**config.mk**
```make
export PLATFORM = sky130hd
export DESIGN_NAME = octal_driver_mode_control
export DESIGN_NICKNAME = d
export VERILOG_FILES = /design/src/design/drv_mode_pkg.sv /design/src/design/overload_filter.sv /design/src/design/octal_driver_mode_control.sv
export VERILOG_INCLUDE_DIRS = /design/src /design/src/design
export SDC_FILE = /design/constraint.sdc
export NUM_CORES = 1
export LEC_CHECK = 0
export CAP_MARGIN = 20
export CORE_UTILIZATION = 65
export CTS_CLUSTER_SIZE = 14
export DETAILED_ROUTE_END_ITERATION = 10
export DONT_BUFFER_PORTS = 1
export HOLD_SLACK_MARGIN = 0.15
export PLACE_DENSITY = 0.86
export REMOVE_ABC_BUFFERS = 1
export SYNTH_ARGS = -nofsm -noshare
export SYNTH_HDL_FRONTEND = slang
export SYNTH_SLANG_ARGS = --single-unit
```
**constraint.sdc**
```tcl
create_clock -name i_clk_sys -period 4.64 [get_ports i_clk_sys]
set_input_delay 0.232 -clock i_clk_sys [delete_from_list [all_inputs] [get_ports i_clk_sys]]
set_output_delay 0.232 -clock i_clk_sys [all_outputs]
set_load 0.01 [all_outputs]
```
**src/design/drv_mode_consts.svh**
```systemverilog
`ifndef DRV_MODE_CONSTS_SVH
`define DRV_MODE_CONSTS_SVH

// ==========================================================
// channel layout
`define NUM_CH 8
`define PAIR_CH 4
`define STATUS_W 16
`define OVL_BIT 0
`define OT_BIT 1

// ==========================================================
// channel mode codes
`define MODE_STANDBY 2'h0
`define MODE_PARALLEL 2'h1
`define MODE_ON 2'h2
`define MODE_OFF 2'h3

// ==========================================================
// reset values
`define MODES_RESET 16'hFFFF
`define FAULTS_RESET 8'h00

// ==========================================================
// timing
`define CLK_PERIOD_NS 20
`define OVL_FILTER_NS 15000
`define OVL_FILTER_CYC ((`OVL_FILTER_NS + `CLK_PERIOD_NS - 1) / `CLK_PERIOD_NS)
`define OVL_CNT_W 10

`endif

```
**src/design/drv_mode_pkg.sv**
```systemverilog
`include "drv_mode_consts.svh"

package drv_mode_pkg;

    typedef enum logic [1:0] {
        op_uvlo = 2'h0,
        op_low_iq = 2'h1,
        op_global_off = 2'h2,
        op_limp = 2'h3
    } op_state_type;

    // asynchronous pins, synchronised as one bundle
    typedef struct packed {
        logic enable;
        logic limp_home_input;
        logic logic_supply_ok;
        logic analog_supply_ok;
        logic [`PAIR_CH-1:0] par_in;
        logic [`NUM_CH-1:0] overcurrent;
        logic [`NUM_CH-1:0] overtemp;
    } pin_bundle_type;

    // one checked serial frame from the framer, same clock
    typedef struct packed {
        logic valid;
        logic frame_ok;
        logic [2*`NUM_CH-1:0] modes;
    } cmd_frame_type;

    typedef struct packed {
        pin_bundle_type sync1;
        pin_bundle_type sync2;
        pin_bundle_type prev;
        op_state_type state;
        logic [2*`NUM_CH-1:0] modes;
        logic [`NUM_CH-1:0] ovl_fault;
        logic [`NUM_CH-1:0] ot_fault;
        logic frame_error_flag;
        logic powerup;
        logic [`NUM_CH-1:0] driver_outputs;
        logic [`NUM_CH-1:0] diag_en;
    } ctrl_state_type;

    typedef struct packed {
        logic [`OVL_CNT_W-1:0] count;
        logic trip;
    } filter_state_type;

endpackage : drv_mode_pkg

```
**src/design/overload_filter.sv**
```systemverilog
`timescale 1ns/1ps
`include "drv_mode_consts.svh"

module overload_filter (
    input wire logic i_clk_sys,
    input wire logic i_reset_n,
    input wire logic i_ce,
    input wire logic i_sense,
    input wire logic i_driving,
    output logic o_trip
);
    import drv_mode_pkg::*;

    localparam logic [`OVL_CNT_W-1:0] LAST_CNT = `OVL_CNT_W'(`OVL_FILTER_CYC - 1);

    filter_state_type state_reg;
    filter_state_type state_next;

    // ==========================================================
    // spike filter: any gap in the overcurrent restarts the count
    always_comb begin
        state_next = state_reg;
        state_next.trip = 1'b0;
        if (i_sense && i_driving) begin
            if (state_reg.count == LAST_CNT) begin
                state_next.trip = 1'b1;
                state_next.count = '0;
            end else begin
                state_next.count = state_reg.count + `OVL_CNT_W'(1);
            end
        end else begin
            state_next.count = '0;
        end
    end

    always_ff @(posedge i_clk_sys) begin
        if (!i_reset_n) begin
            state_reg <= '0;
        end else if (i_ce) begin
            state_reg <= state_next;
        end
    end

    assign o_trip = state_reg.trip;
endmodule : overload_filter

```
**src/design/octal_driver_mode_control.sv**
```systemverilog
`timescale 1ns/1ps
`include "drv_mode_consts.svh"

// How it works
// - overcurrent held past the filter delay latches the channel off; spikes ignored.
// - overload works when switched on into a short or shorted while on.
// - host clears a channel fault with standby code; supply reset with limp low clears too.
// - each enable rising edge outside limp home resets every setting to defaults.
// - per channel two-bit mode: standby, parallel input, on, off.
// - after reset command bits are all ones, status zero, frame error flag set.
// - both supplies needed; in limp home only the analog supply reset acts.
// - every entry into global off keeps diagnostic current off until the first good frame.
// - outputs off in lockout; leaving it with limp high enters limp home.
// - all channels standby gives global standby, outputs and diagnostics off.
// - enable and limp low gives lowest quiescent state, outputs off.
// - in normal operation parallel pin n drives channels n and n+4.
// - a channel commanded off ignores its paired parallel pin.
// - faults during parallel drive persist until the host clears them.
// - limp home: channels 1-4 follow pins, channels 5-8 held off.
// - limp home ignores commands, still latches faults; only leaving limp home clears them.
// - leaving limp home resets everything, enters off or lowest quiescent state.
// - leaving limp home into global off sets the frame error flag.
// - analog reset forces lockout; with limp high fault information is kept.
// - power-up on enable rise or limp rise; limp rise wins over enable.
// - standby on one channel clears only that channel's faults.
// - command frame two bits per channel; status two bits per channel.
// - per-channel overtemperature latches only that channel off.
module octal_driver_mode_control (
    input wire logic i_clk_sys,
    input wire logic i_reset_n,
    input wire logic i_ce,
    input drv_mode_pkg::pin_bundle_type i_pins,
    input drv_mode_pkg::cmd_frame_type i_cmd,
    output logic [`NUM_CH-1:0] o_driver_outputs,
    output logic [`NUM_CH-1:0] o_diag_current_en,
    output logic [`STATUS_W-1:0] o_status,
    output logic o_frame_error_flag,
    output drv_mode_pkg::op_state_type o_op_state,
    output logic o_global_standby,
    output logic o_lowest_quiescent_state
);
    import drv_mode_pkg::*;

    localparam ctrl_state_type CTRL_RESET = '{
        sync1: '0, sync2: '0, prev: '0,
        state: op_uvlo,
        modes: `MODES_RESET,
        ovl_fault: `FAULTS_RESET,
        ot_fault: `FAULTS_RESET,
        frame_error_flag: 1'b1,
        powerup: 1'b1,
        driver_outputs: '0,
        diag_en: '0
    };

    ctrl_state_type state_reg;
    ctrl_state_type state_next;
    pin_bundle_type pins;
    logic en_rise;
    logic limp_rise;
    logic supply_reset;
    logic [`NUM_CH-1:0] ovl_trip;
    logic [`NUM_CH-1:0] standby_sel;

    assign pins = state_reg.sync2;
    assign en_rise = pins.enable & ~state_reg.prev.enable;
    assign limp_rise = pins.limp_home_input & ~state_reg.prev.limp_home_input;
    // limp home masks the logic supply, never the analog one
    assign supply_reset = ~pins.analog_supply_ok | (~pins.logic_supply_ok & ~pins.limp_home_input);

    // ==========================================================
    // per-channel overload filters and status packing
    genvar ch;
    generate
        for (ch = 0; ch < `NUM_CH; ch++) begin : g_chan
            overload_filter overload_filter_i (
                .i_clk_sys(i_clk_sys),
                .i_reset_n(i_reset_n),
                .i_ce(i_ce),
                .i_sense(pins.overcurrent[ch]),
                .i_driving(state_reg.driver_outputs[ch]),
                .o_trip(ovl_trip[ch])
            );
            assign o_status[2*ch+`OVL_BIT] = state_reg.ovl_fault[ch];
            assign o_status[2*ch+`OT_BIT] = state_reg.ot_fault[ch];
            assign standby_sel[ch] = (i_cmd.modes[2*ch+:2] == `MODE_STANDBY);
        end
    endgenerate

    // ==========================================================
    // operating state, modes, faults
    always_comb begin
        state_next = state_reg;
        state_next.sync1 = i_pins;
        state_next.sync2 = state_reg.sync1;
        state_next.prev = state_reg.sync2;
        case (state_reg.state)
            op_uvlo: begin
                state_next.modes = `MODES_RESET;
                state_next.frame_error_flag = 1'b1;
                state_next.powerup = 1'b1;
                if (!pins.limp_home_input) begin
                    state_next.ovl_fault = `FAULTS_RESET;
                    state_next.ot_fault = `FAULTS_RESET;
                end
                if (pins.limp_home_input) begin
                    state_next.state = op_limp;
                end else if (pins.enable) begin
                    state_next.state = op_global_off;
                end else begin
                    state_next.state = op_low_iq;
                end
            end
            op_low_iq: begin
                state_next.modes = `MODES_RESET;
                state_next.ovl_fault = `FAULTS_RESET;
                state_next.ot_fault = `FAULTS_RESET;
                if (pins.limp_home_input) begin
                    state_next.state = op_limp;
                end else if (en_rise) begin
                    state_next.state = op_global_off;
                    state_next.frame_error_flag = 1'b1;
                    state_next.powerup = 1'b1;
                end
            end
            op_global_off: begin
                if (limp_rise || pins.limp_home_input) begin
                    state_next.state = op_limp;
                end else if (!pins.enable) begin
                    state_next.state = op_low_iq;
                    state_next.modes = `MODES_RESET;
                    state_next.ovl_fault = `FAULTS_RESET;
                    state_next.ot_fault = `FAULTS_RESET;
                end else if (i_cmd.valid) begin
                    if (i_cmd.frame_ok) begin
                        state_next.modes = i_cmd.modes;
                        state_next.frame_error_flag = 1'b0;
                        state_next.powerup = 1'b0;
                        for (int i = 0; i < `NUM_CH; i++) begin
                            if (i_cmd.modes[2*i+:2] == `MODE_STANDBY) begin
                                state_next.ovl_fault[i] = 1'b0;
                                state_next.ot_fault[i] = 1'b0;
                            end
                        end
                    end else begin
                        state_next.frame_error_flag = 1'b1;
                    end
                end
            end
            op_limp: begin
                if (!pins.limp_home_input) begin
                    state_next.modes = `MODES_RESET;
                    state_next.ovl_fault = `FAULTS_RESET;
                    state_next.ot_fault = `FAULTS_RESET;
                    state_next.powerup = 1'b1;
                    if (pins.enable) begin
                        state_next.state = op_global_off;
                        state_next.frame_error_flag = 1'b1;
                    end else begin
                        state_next.state = op_low_iq;
                    end
                end
            end
            default: begin
                state_next.state = op_uvlo;
            end
        endcase

        // a fault event in the clearing cycle still latches
        if (state_reg.state == op_global_off || state_reg.state == op_limp) begin
            state_next.ovl_fault = state_next.ovl_fault | ovl_trip;
            state_next.ot_fault = state_next.ot_fault | pins.overtemp;
        end

        if (supply_reset) begin
            state_next.state = op_uvlo;
        end

        // drive is planned from the next state so outputs never lag a lockout
        for (int i = 0; i < `NUM_CH; i++) begin
            state_next.driver_outputs[i] = 1'b0;
            state_next.diag_en[i] = 1'b0;
            if (state_next.state == op_global_off) begin
                case (state_next.modes[2*i+:2])
                    `MODE_ON: state_next.driver_outputs[i] = 1'b1;
                    `MODE_PARALLEL: state_next.driver_outputs[i] = pins.par_in[i % `PAIR_CH];
                    `MODE_OFF: state_next.diag_en[i] = ~state_next.powerup;
                    default: state_next.driver_outputs[i] = 1'b0;
                endcase
            end else if (state_next.state == op_limp && i < `PAIR_CH) begin
                state_next.driver_outputs[i] = pins.par_in[i];
            end
        end
        state_next.driver_outputs = state_next.driver_outputs & ~(state_next.ovl_fault | state_next.ot_fault);
    end

    always_ff @(posedge i_clk_sys) begin
        if (!i_reset_n) begin
            state_reg <= CTRL_RESET;
        end else if (i_ce) begin
            state_reg <= state_next;
        end
    end

    // ==========================================================
    // outputs
    assign o_driver_outputs = state_reg.driver_outputs;
    assign o_diag_current_en = state_reg.diag_en;
    assign o_frame_error_flag = state_reg.frame_error_flag;
    assign o_op_state = state_reg.state;
    assign o_global_standby = (state_reg.state == op_global_off) && (state_reg.modes == '0);
    assign o_lowest_quiescent_state = (state_reg.state == op_low_iq);
endmodule : octal_driver_mode_control

```
; ---- Word-level counts from Yosys, hierarchy flattened
; Index checks and enable logic that the tools add are counted.
[word_totals]
regBits = 190
out_inout_bits = 37
input_bits = 45
word_cells = 234
[classes]
add_sub_neg = 8
bitwise_logic = 15
n_reduce_logical = 22
muxes = 105
eq_ne = 44
[op_table]
columns = operator, count
row1 = 10-bit two-way mux, 16
row2 = 36-bit case mux with 4 select lines, 1
row3 = 10-bit by 1-bit adder with 10-bit output (second input constant), 8
row4 = 10-bit equality test (second input constant), 8
row5 = 34-bit two-way mux, 2
row6 = 32-bit two-way mux, 2
row7 = 1-bit two-way mux, 63
row8 = 2-bit equality test (second input constant), 20
row9 = 36-bit two-way mux, 1
row10 = 16-bit two-way mux, 2
row11 = 8-bit bitwise OR, 3
row12 = 2-bit two-way mux, 10
row13 = 2-bit by 1-bit equality test with 1-bit output (second input constant), 9
row14 = 2-bit logical NOT, 9
row15 = 16-bit logical NOT, 1
row16 = 1-bit case mux with 2 select lines, 8
row17 = 2-bit != test (second input constant), 6
row18 = 1-bit logical AND, 9
row19 = 8-bit bitwise AND, 1
row20 = 8-bit inverter, 1
row21 = 8-bit AND reduction, 1
row22 = 1-bit inverter, 6
row23 = 1-bit bitwise AND, 3
row24 = 1-bit logical OR, 2
row25 = 2 further kinds, 2

; ---- Longest topological paths before layout
[logic_depth]
depth_word = 12
depth_mapped = 12

; ---- By module
; From an unflattened synthesis, not the netlist that was laid out.
[hier_totals]
hier_cells = 1035
area_unflattened_um2 = 9980.8
[by_module_without_submodules]
columns = mod, instances, cells_per_inst, area_each_um2
row1 = octal_driver_mode_control, 1, 555, 5156.2
row2 = overload_filter, 8, 60, 603.1

; ---- Worst setup path after synthesis
; No wires, ideal clock.
[synth_path]
kind = reg-to-reg
startpoint = reg state_reg, in the netlist pins[22]
endpoint = reg state_reg, in the netlist o_driver_outputs[0]
n_path_buf = 3
t_arrival_ns = 2.193
synth_period_minus_slack_ns = 2.316
stages_incl_launch_ff = 12
setup_slack_ns = 2.324
path_cell_list = dfxtp_1 -> buf_6 -> nand2b_4 -> or3_1 -> buf_2 -> clkbuf_1 -> o22ai_1 -> inv_1 -> ha_1 -> a31o_2 -> a32oi_1 -> o21ai_0
[synth_rtl]
columns = element, line_no
row1 = start: declaration, octal_driver_mode_control.sv:56  ; ctrl_state_type state_reg;
row2 = start signal: assignment, octal_driver_mode_control.sv:201  ; state_reg <= state_next;

; ---- Worst setup path after layout
[layout_path]
startpoint = reg state_reg, in the netlist pins[22]
endpoint = reg state_reg[49] (netlist name)
[layout_via]
elab_chain_len = 4
word_cells_on_any_way = 5
cone_classes = 3 x mux / 1 x bitwise / 1 x reduce/logical
[layout_lines]
columns = element, line_no
row1 = 1-bit bitwise AND, octal_driver_mode_control.sv:67  ; assign limp_rise = pins.limp_home_input & ~state_reg.prev.limp_home_input;
row2 = 1-bit logical OR, octal_driver_mode_control.sv:127  ; if (limp_rise || pins.limp_home_input) begin
row3 = 34-bit two-way mux, octal_driver_mode_control.sv:127
row4 = 36-bit case mux with 4 select lines (*), octal_driver_mode_control.sv:97  ; case (state_reg.state)
; Mark *: on every way between the ends. The rest lies on a longest branch, timed or not. The select of a mux whose other input is x is not followed.
; A chain may end at the register's enable or synchronous reset.

==> impl_metrics.tcl <==
set metrics [dict create \
    status "finished clean" \
    top_layer_used "met4" \
    start_util_pct 66.9 \
    dieArea_sq_mm 0.0142 \
    clk_pin_slew_ns 0.07 \
    die_height_um 119 \
    final-instance-count-excl-fill 1214 \
    tns_ns 0 \
    finalClockSkew_ns 0.00879 \
    ys_types 55 \
    cts_post_setup_buffers_inserted 0 \
    postSynthAreaPerCell_sq_um 8.74 \
    yosysTopAreaCellShare_pct 42.4 \
    drc_errors 0 \
    port_buffers 0 \
    clk_latency_ns 0.43 \
    finalWeightedCongestion 0.873 \
    syn_inst 1022 \
    power.density_mw_per_mm2 335 \
    grt_first_pass_wirelength_um 34600 \
    fp-row-count 42 \
    overflow 0 \
    peakVddDrop_uv 335 \
    cts_root_buffer "clkbuf_16" \
    post_dp_cell_area_sq_mm 0.00870 \
    synth_area_leaders "dfxtp_1 (42%), nor2_1 (6.6%), ha_1 (5.6%)" \
    wl_per_cell_um 17.7 \
    dr.pass1.iters 5 \
    clockBufferDepth 2 \
    core-area_sq_mm 0.0133 \
    cts_buffers 17 \
    grt_pass1_vias 6875 \
    synth_top_flop_cell "dfxtp_1" \
    cpPeakStageDelay_ns 0.75 \
    rsz0062_at_grt "no" \
    fin_crit_sh_pct 68.9 \
    maxSlewHeadroom_pct 27.5 \
    io_pins 82 \
    wl_met1_um 9040 \
    worst_hold_startpoint "i_reset_n" \
    power.leakage_nw 3.55 \
    cts_tree "done" \
    min_to "g_chan[5].overload_filter_i.state_reg[3]$_SDFFE_PN0P_" \
    cp_num_buf_inv 1 \
    ys_warn_count 0 \
    path_delay_family "simple AND/OR/NAND/NOR gates" \
    synth_enable_flop_cells 0 \
    ys_ff_latch 189 \
    hold_violations 0 \
    critPathSlowestCell "or2_1" \
    diodes 0 \
    syn_area_sq_mm 0.00893 \
    design_area_sq_mm 0.00996 \
    final_common_cell "dfxtp_1" \
    nets 1110 \
    synth.largest_area_cell "dfxtp_1" \
    r2r_slack_ns 1.44 \
    end_kind "register" \
    dpl.hpwl_um 12800 \
    cp.required_ns 5.02 \
    worst_pin_slew_ns 1.09 \
    fin_total_pwr_mw 3.34 \
    final_cell_mix "dfxtp_1 (189), nor2_1 (157), nand2_1 (100)" \
    r2r-end "state_reg[49]$_SDFFE_PN1P_" \
    yosysSeqAreaShare_pct 42.4 \
    drv_cap 0 \
    largest_reg_flops 80 \
    drive_gt1_share_pct 5.39 \
    cts.repair.resized 0 \
    reg2reg_from "pins[22]$_SDFFE_PN0P_" \
    grt_antenna_before_repair 0 \
    dr.first_iter.drc_count 643 \
    grt.total_usage_pct 31.0 \
    min_path_cells 2 \
    die_x_um 119 \
    worstSetupPathType "register to register" \
    start_kind "register" \
    grt_max_degree 117 \
    hold_ws_ns 0.172 \
    vias 7338 \
    drt-vias-per-instance 6.04 \
    num-fill-cells 955 \
    dp_cells 1120 \
    ant_nets 0 \
    setup_viol 0 \
    fin_crit_ns 3.20 \
    reg2reg_depth 6 \
    min_path_type "input port to register" \
    numClockSinks 189 \
    synthArstFlopShare_pct 0 \
    wl_um 21500 \
    path_cells "nand2b_4 -> or3_1 -> or2_1 -> o22ai_2 -> nand2_1 -> dlygate4sd3_1" \
    cp.arrival_ns 3.57 \
    area.growth.synth_to_final_pct 11.5 \
    routed-wl-met3_um 1660 \
    report.final.slew_viol_count 0 \
    cp_max_fo 17 \
    max_freq_mhz 313 \
    met2WireLength_um 10000 \
    cts-htree-levels 4 \
]
logic make-up after synthesis:
kind of cell / synth area share (%)
mux: 5.60
xor+xnor: 6.18
flops: 42.4
compound gates: 12.7
buf+inv: 6.88
simple gates: 20.7
fa+ha+maj: 5.60
power by group:
group | internal, mW | switching [mW] | leakage [nW]
Sequential | 1.65 | 0.0270 | 1.53
Combinational | 0.0686 | 0.0960 | 1.74
Clock | 0.867 | 0.632 | 0.287
Total | 2.58 | 0.755 | 3.55
layout make-up:
type	instances	area (sq um)	share of cell area [%]
Timing Repair Buffer	65	672	6.75
Clock inverter	12	161	1.62
Sequential cell	189	3780	38.0
Inverter	38	143	1.43
Clock buffer	20	447	4.48
Tap cell	176	220	2.21
Multi-Input combinational cell	714	4530	45.5
synthesized netlist by cell type (all sizes together) (2+ instances only):
cell,n
dfxtp,189
nor2,157
nand2,100
buf,53
mux2i,50
a21oi,45
o21ai,42
ha,40
inv,37
o22ai,32
xnor2,32
xor2,31
nand4,29
clkbuf,28
nand3,22
and3,16
or4,12
a22o,11
nor3,11
a22oi,7
nor4,7
o31ai,6
and2,5
nand4bb,5
nor4bb,5
o31a,5
a21boi,4
and4,4
nand2b,4
a211oi,3
a31o,3
a32o,3
a32oi,3
nor2b,3
nor3b,3
o211a,3
or2,3
nand4b,2
worst max path at each step:
| stage | from | end | cells past startpoint |
|---|---|---|---|
| final | pins[22]$_SDFFE_PN0P_ | state_reg[49]$_SDFFE_PN1P_ | 6 |
| after global routing | pins[22]$_SDFFE_PN0P_ | state_reg[49]$_SDFFE_PN1P_ | 6 |
| after CTS | pins[22]$_SDFFE_PN0P_ | state_reg[49]$_SDFFE_PN1P_ | 6 |
| after detailed placement | pins[22]$_SDFFE_PN0P_ | o_driver_outputs[0]$_SDFFE_PN0P_ | 8 |
| after global placement | pins[22]$_SDFFE_PN0P_ | o_driver_outputs[0]$_SDFFE_PN0P_ | 8 |
| after floorplan | i_reset_n | o_diag_current_en[0]$_SDFFE_PN0P_ | 3 |
what timing repair did:
item / in CTS / in global routing
hold buffers: 60 / 1
hold endpoints to repair: 136 / 3
setup endpoints to repair: 0 / 0
metal layers:
layer  vias to the layer above  GRT usage (%)
li1                       3511              -
met1                      3493           37.3
met2                       273           50.3
met3                        61           10.0
met4                         0           14.4
met5                         -              0
stage by stage:
| stage | util (%) | setup WS [ns] |
|---|---|---|
| after global placement | 65.2 | 2.13 |
| after floorplan | - | 1.88 |
| after detailed placement | 65.2 | 2.04 |
| final | 74.6 | 1.44 |
| after global routing | 74.6 | 1.30 |
| after CTS | 74.5 | 1.65 |
Note: power is estimated with default switching activity, not from simulation.
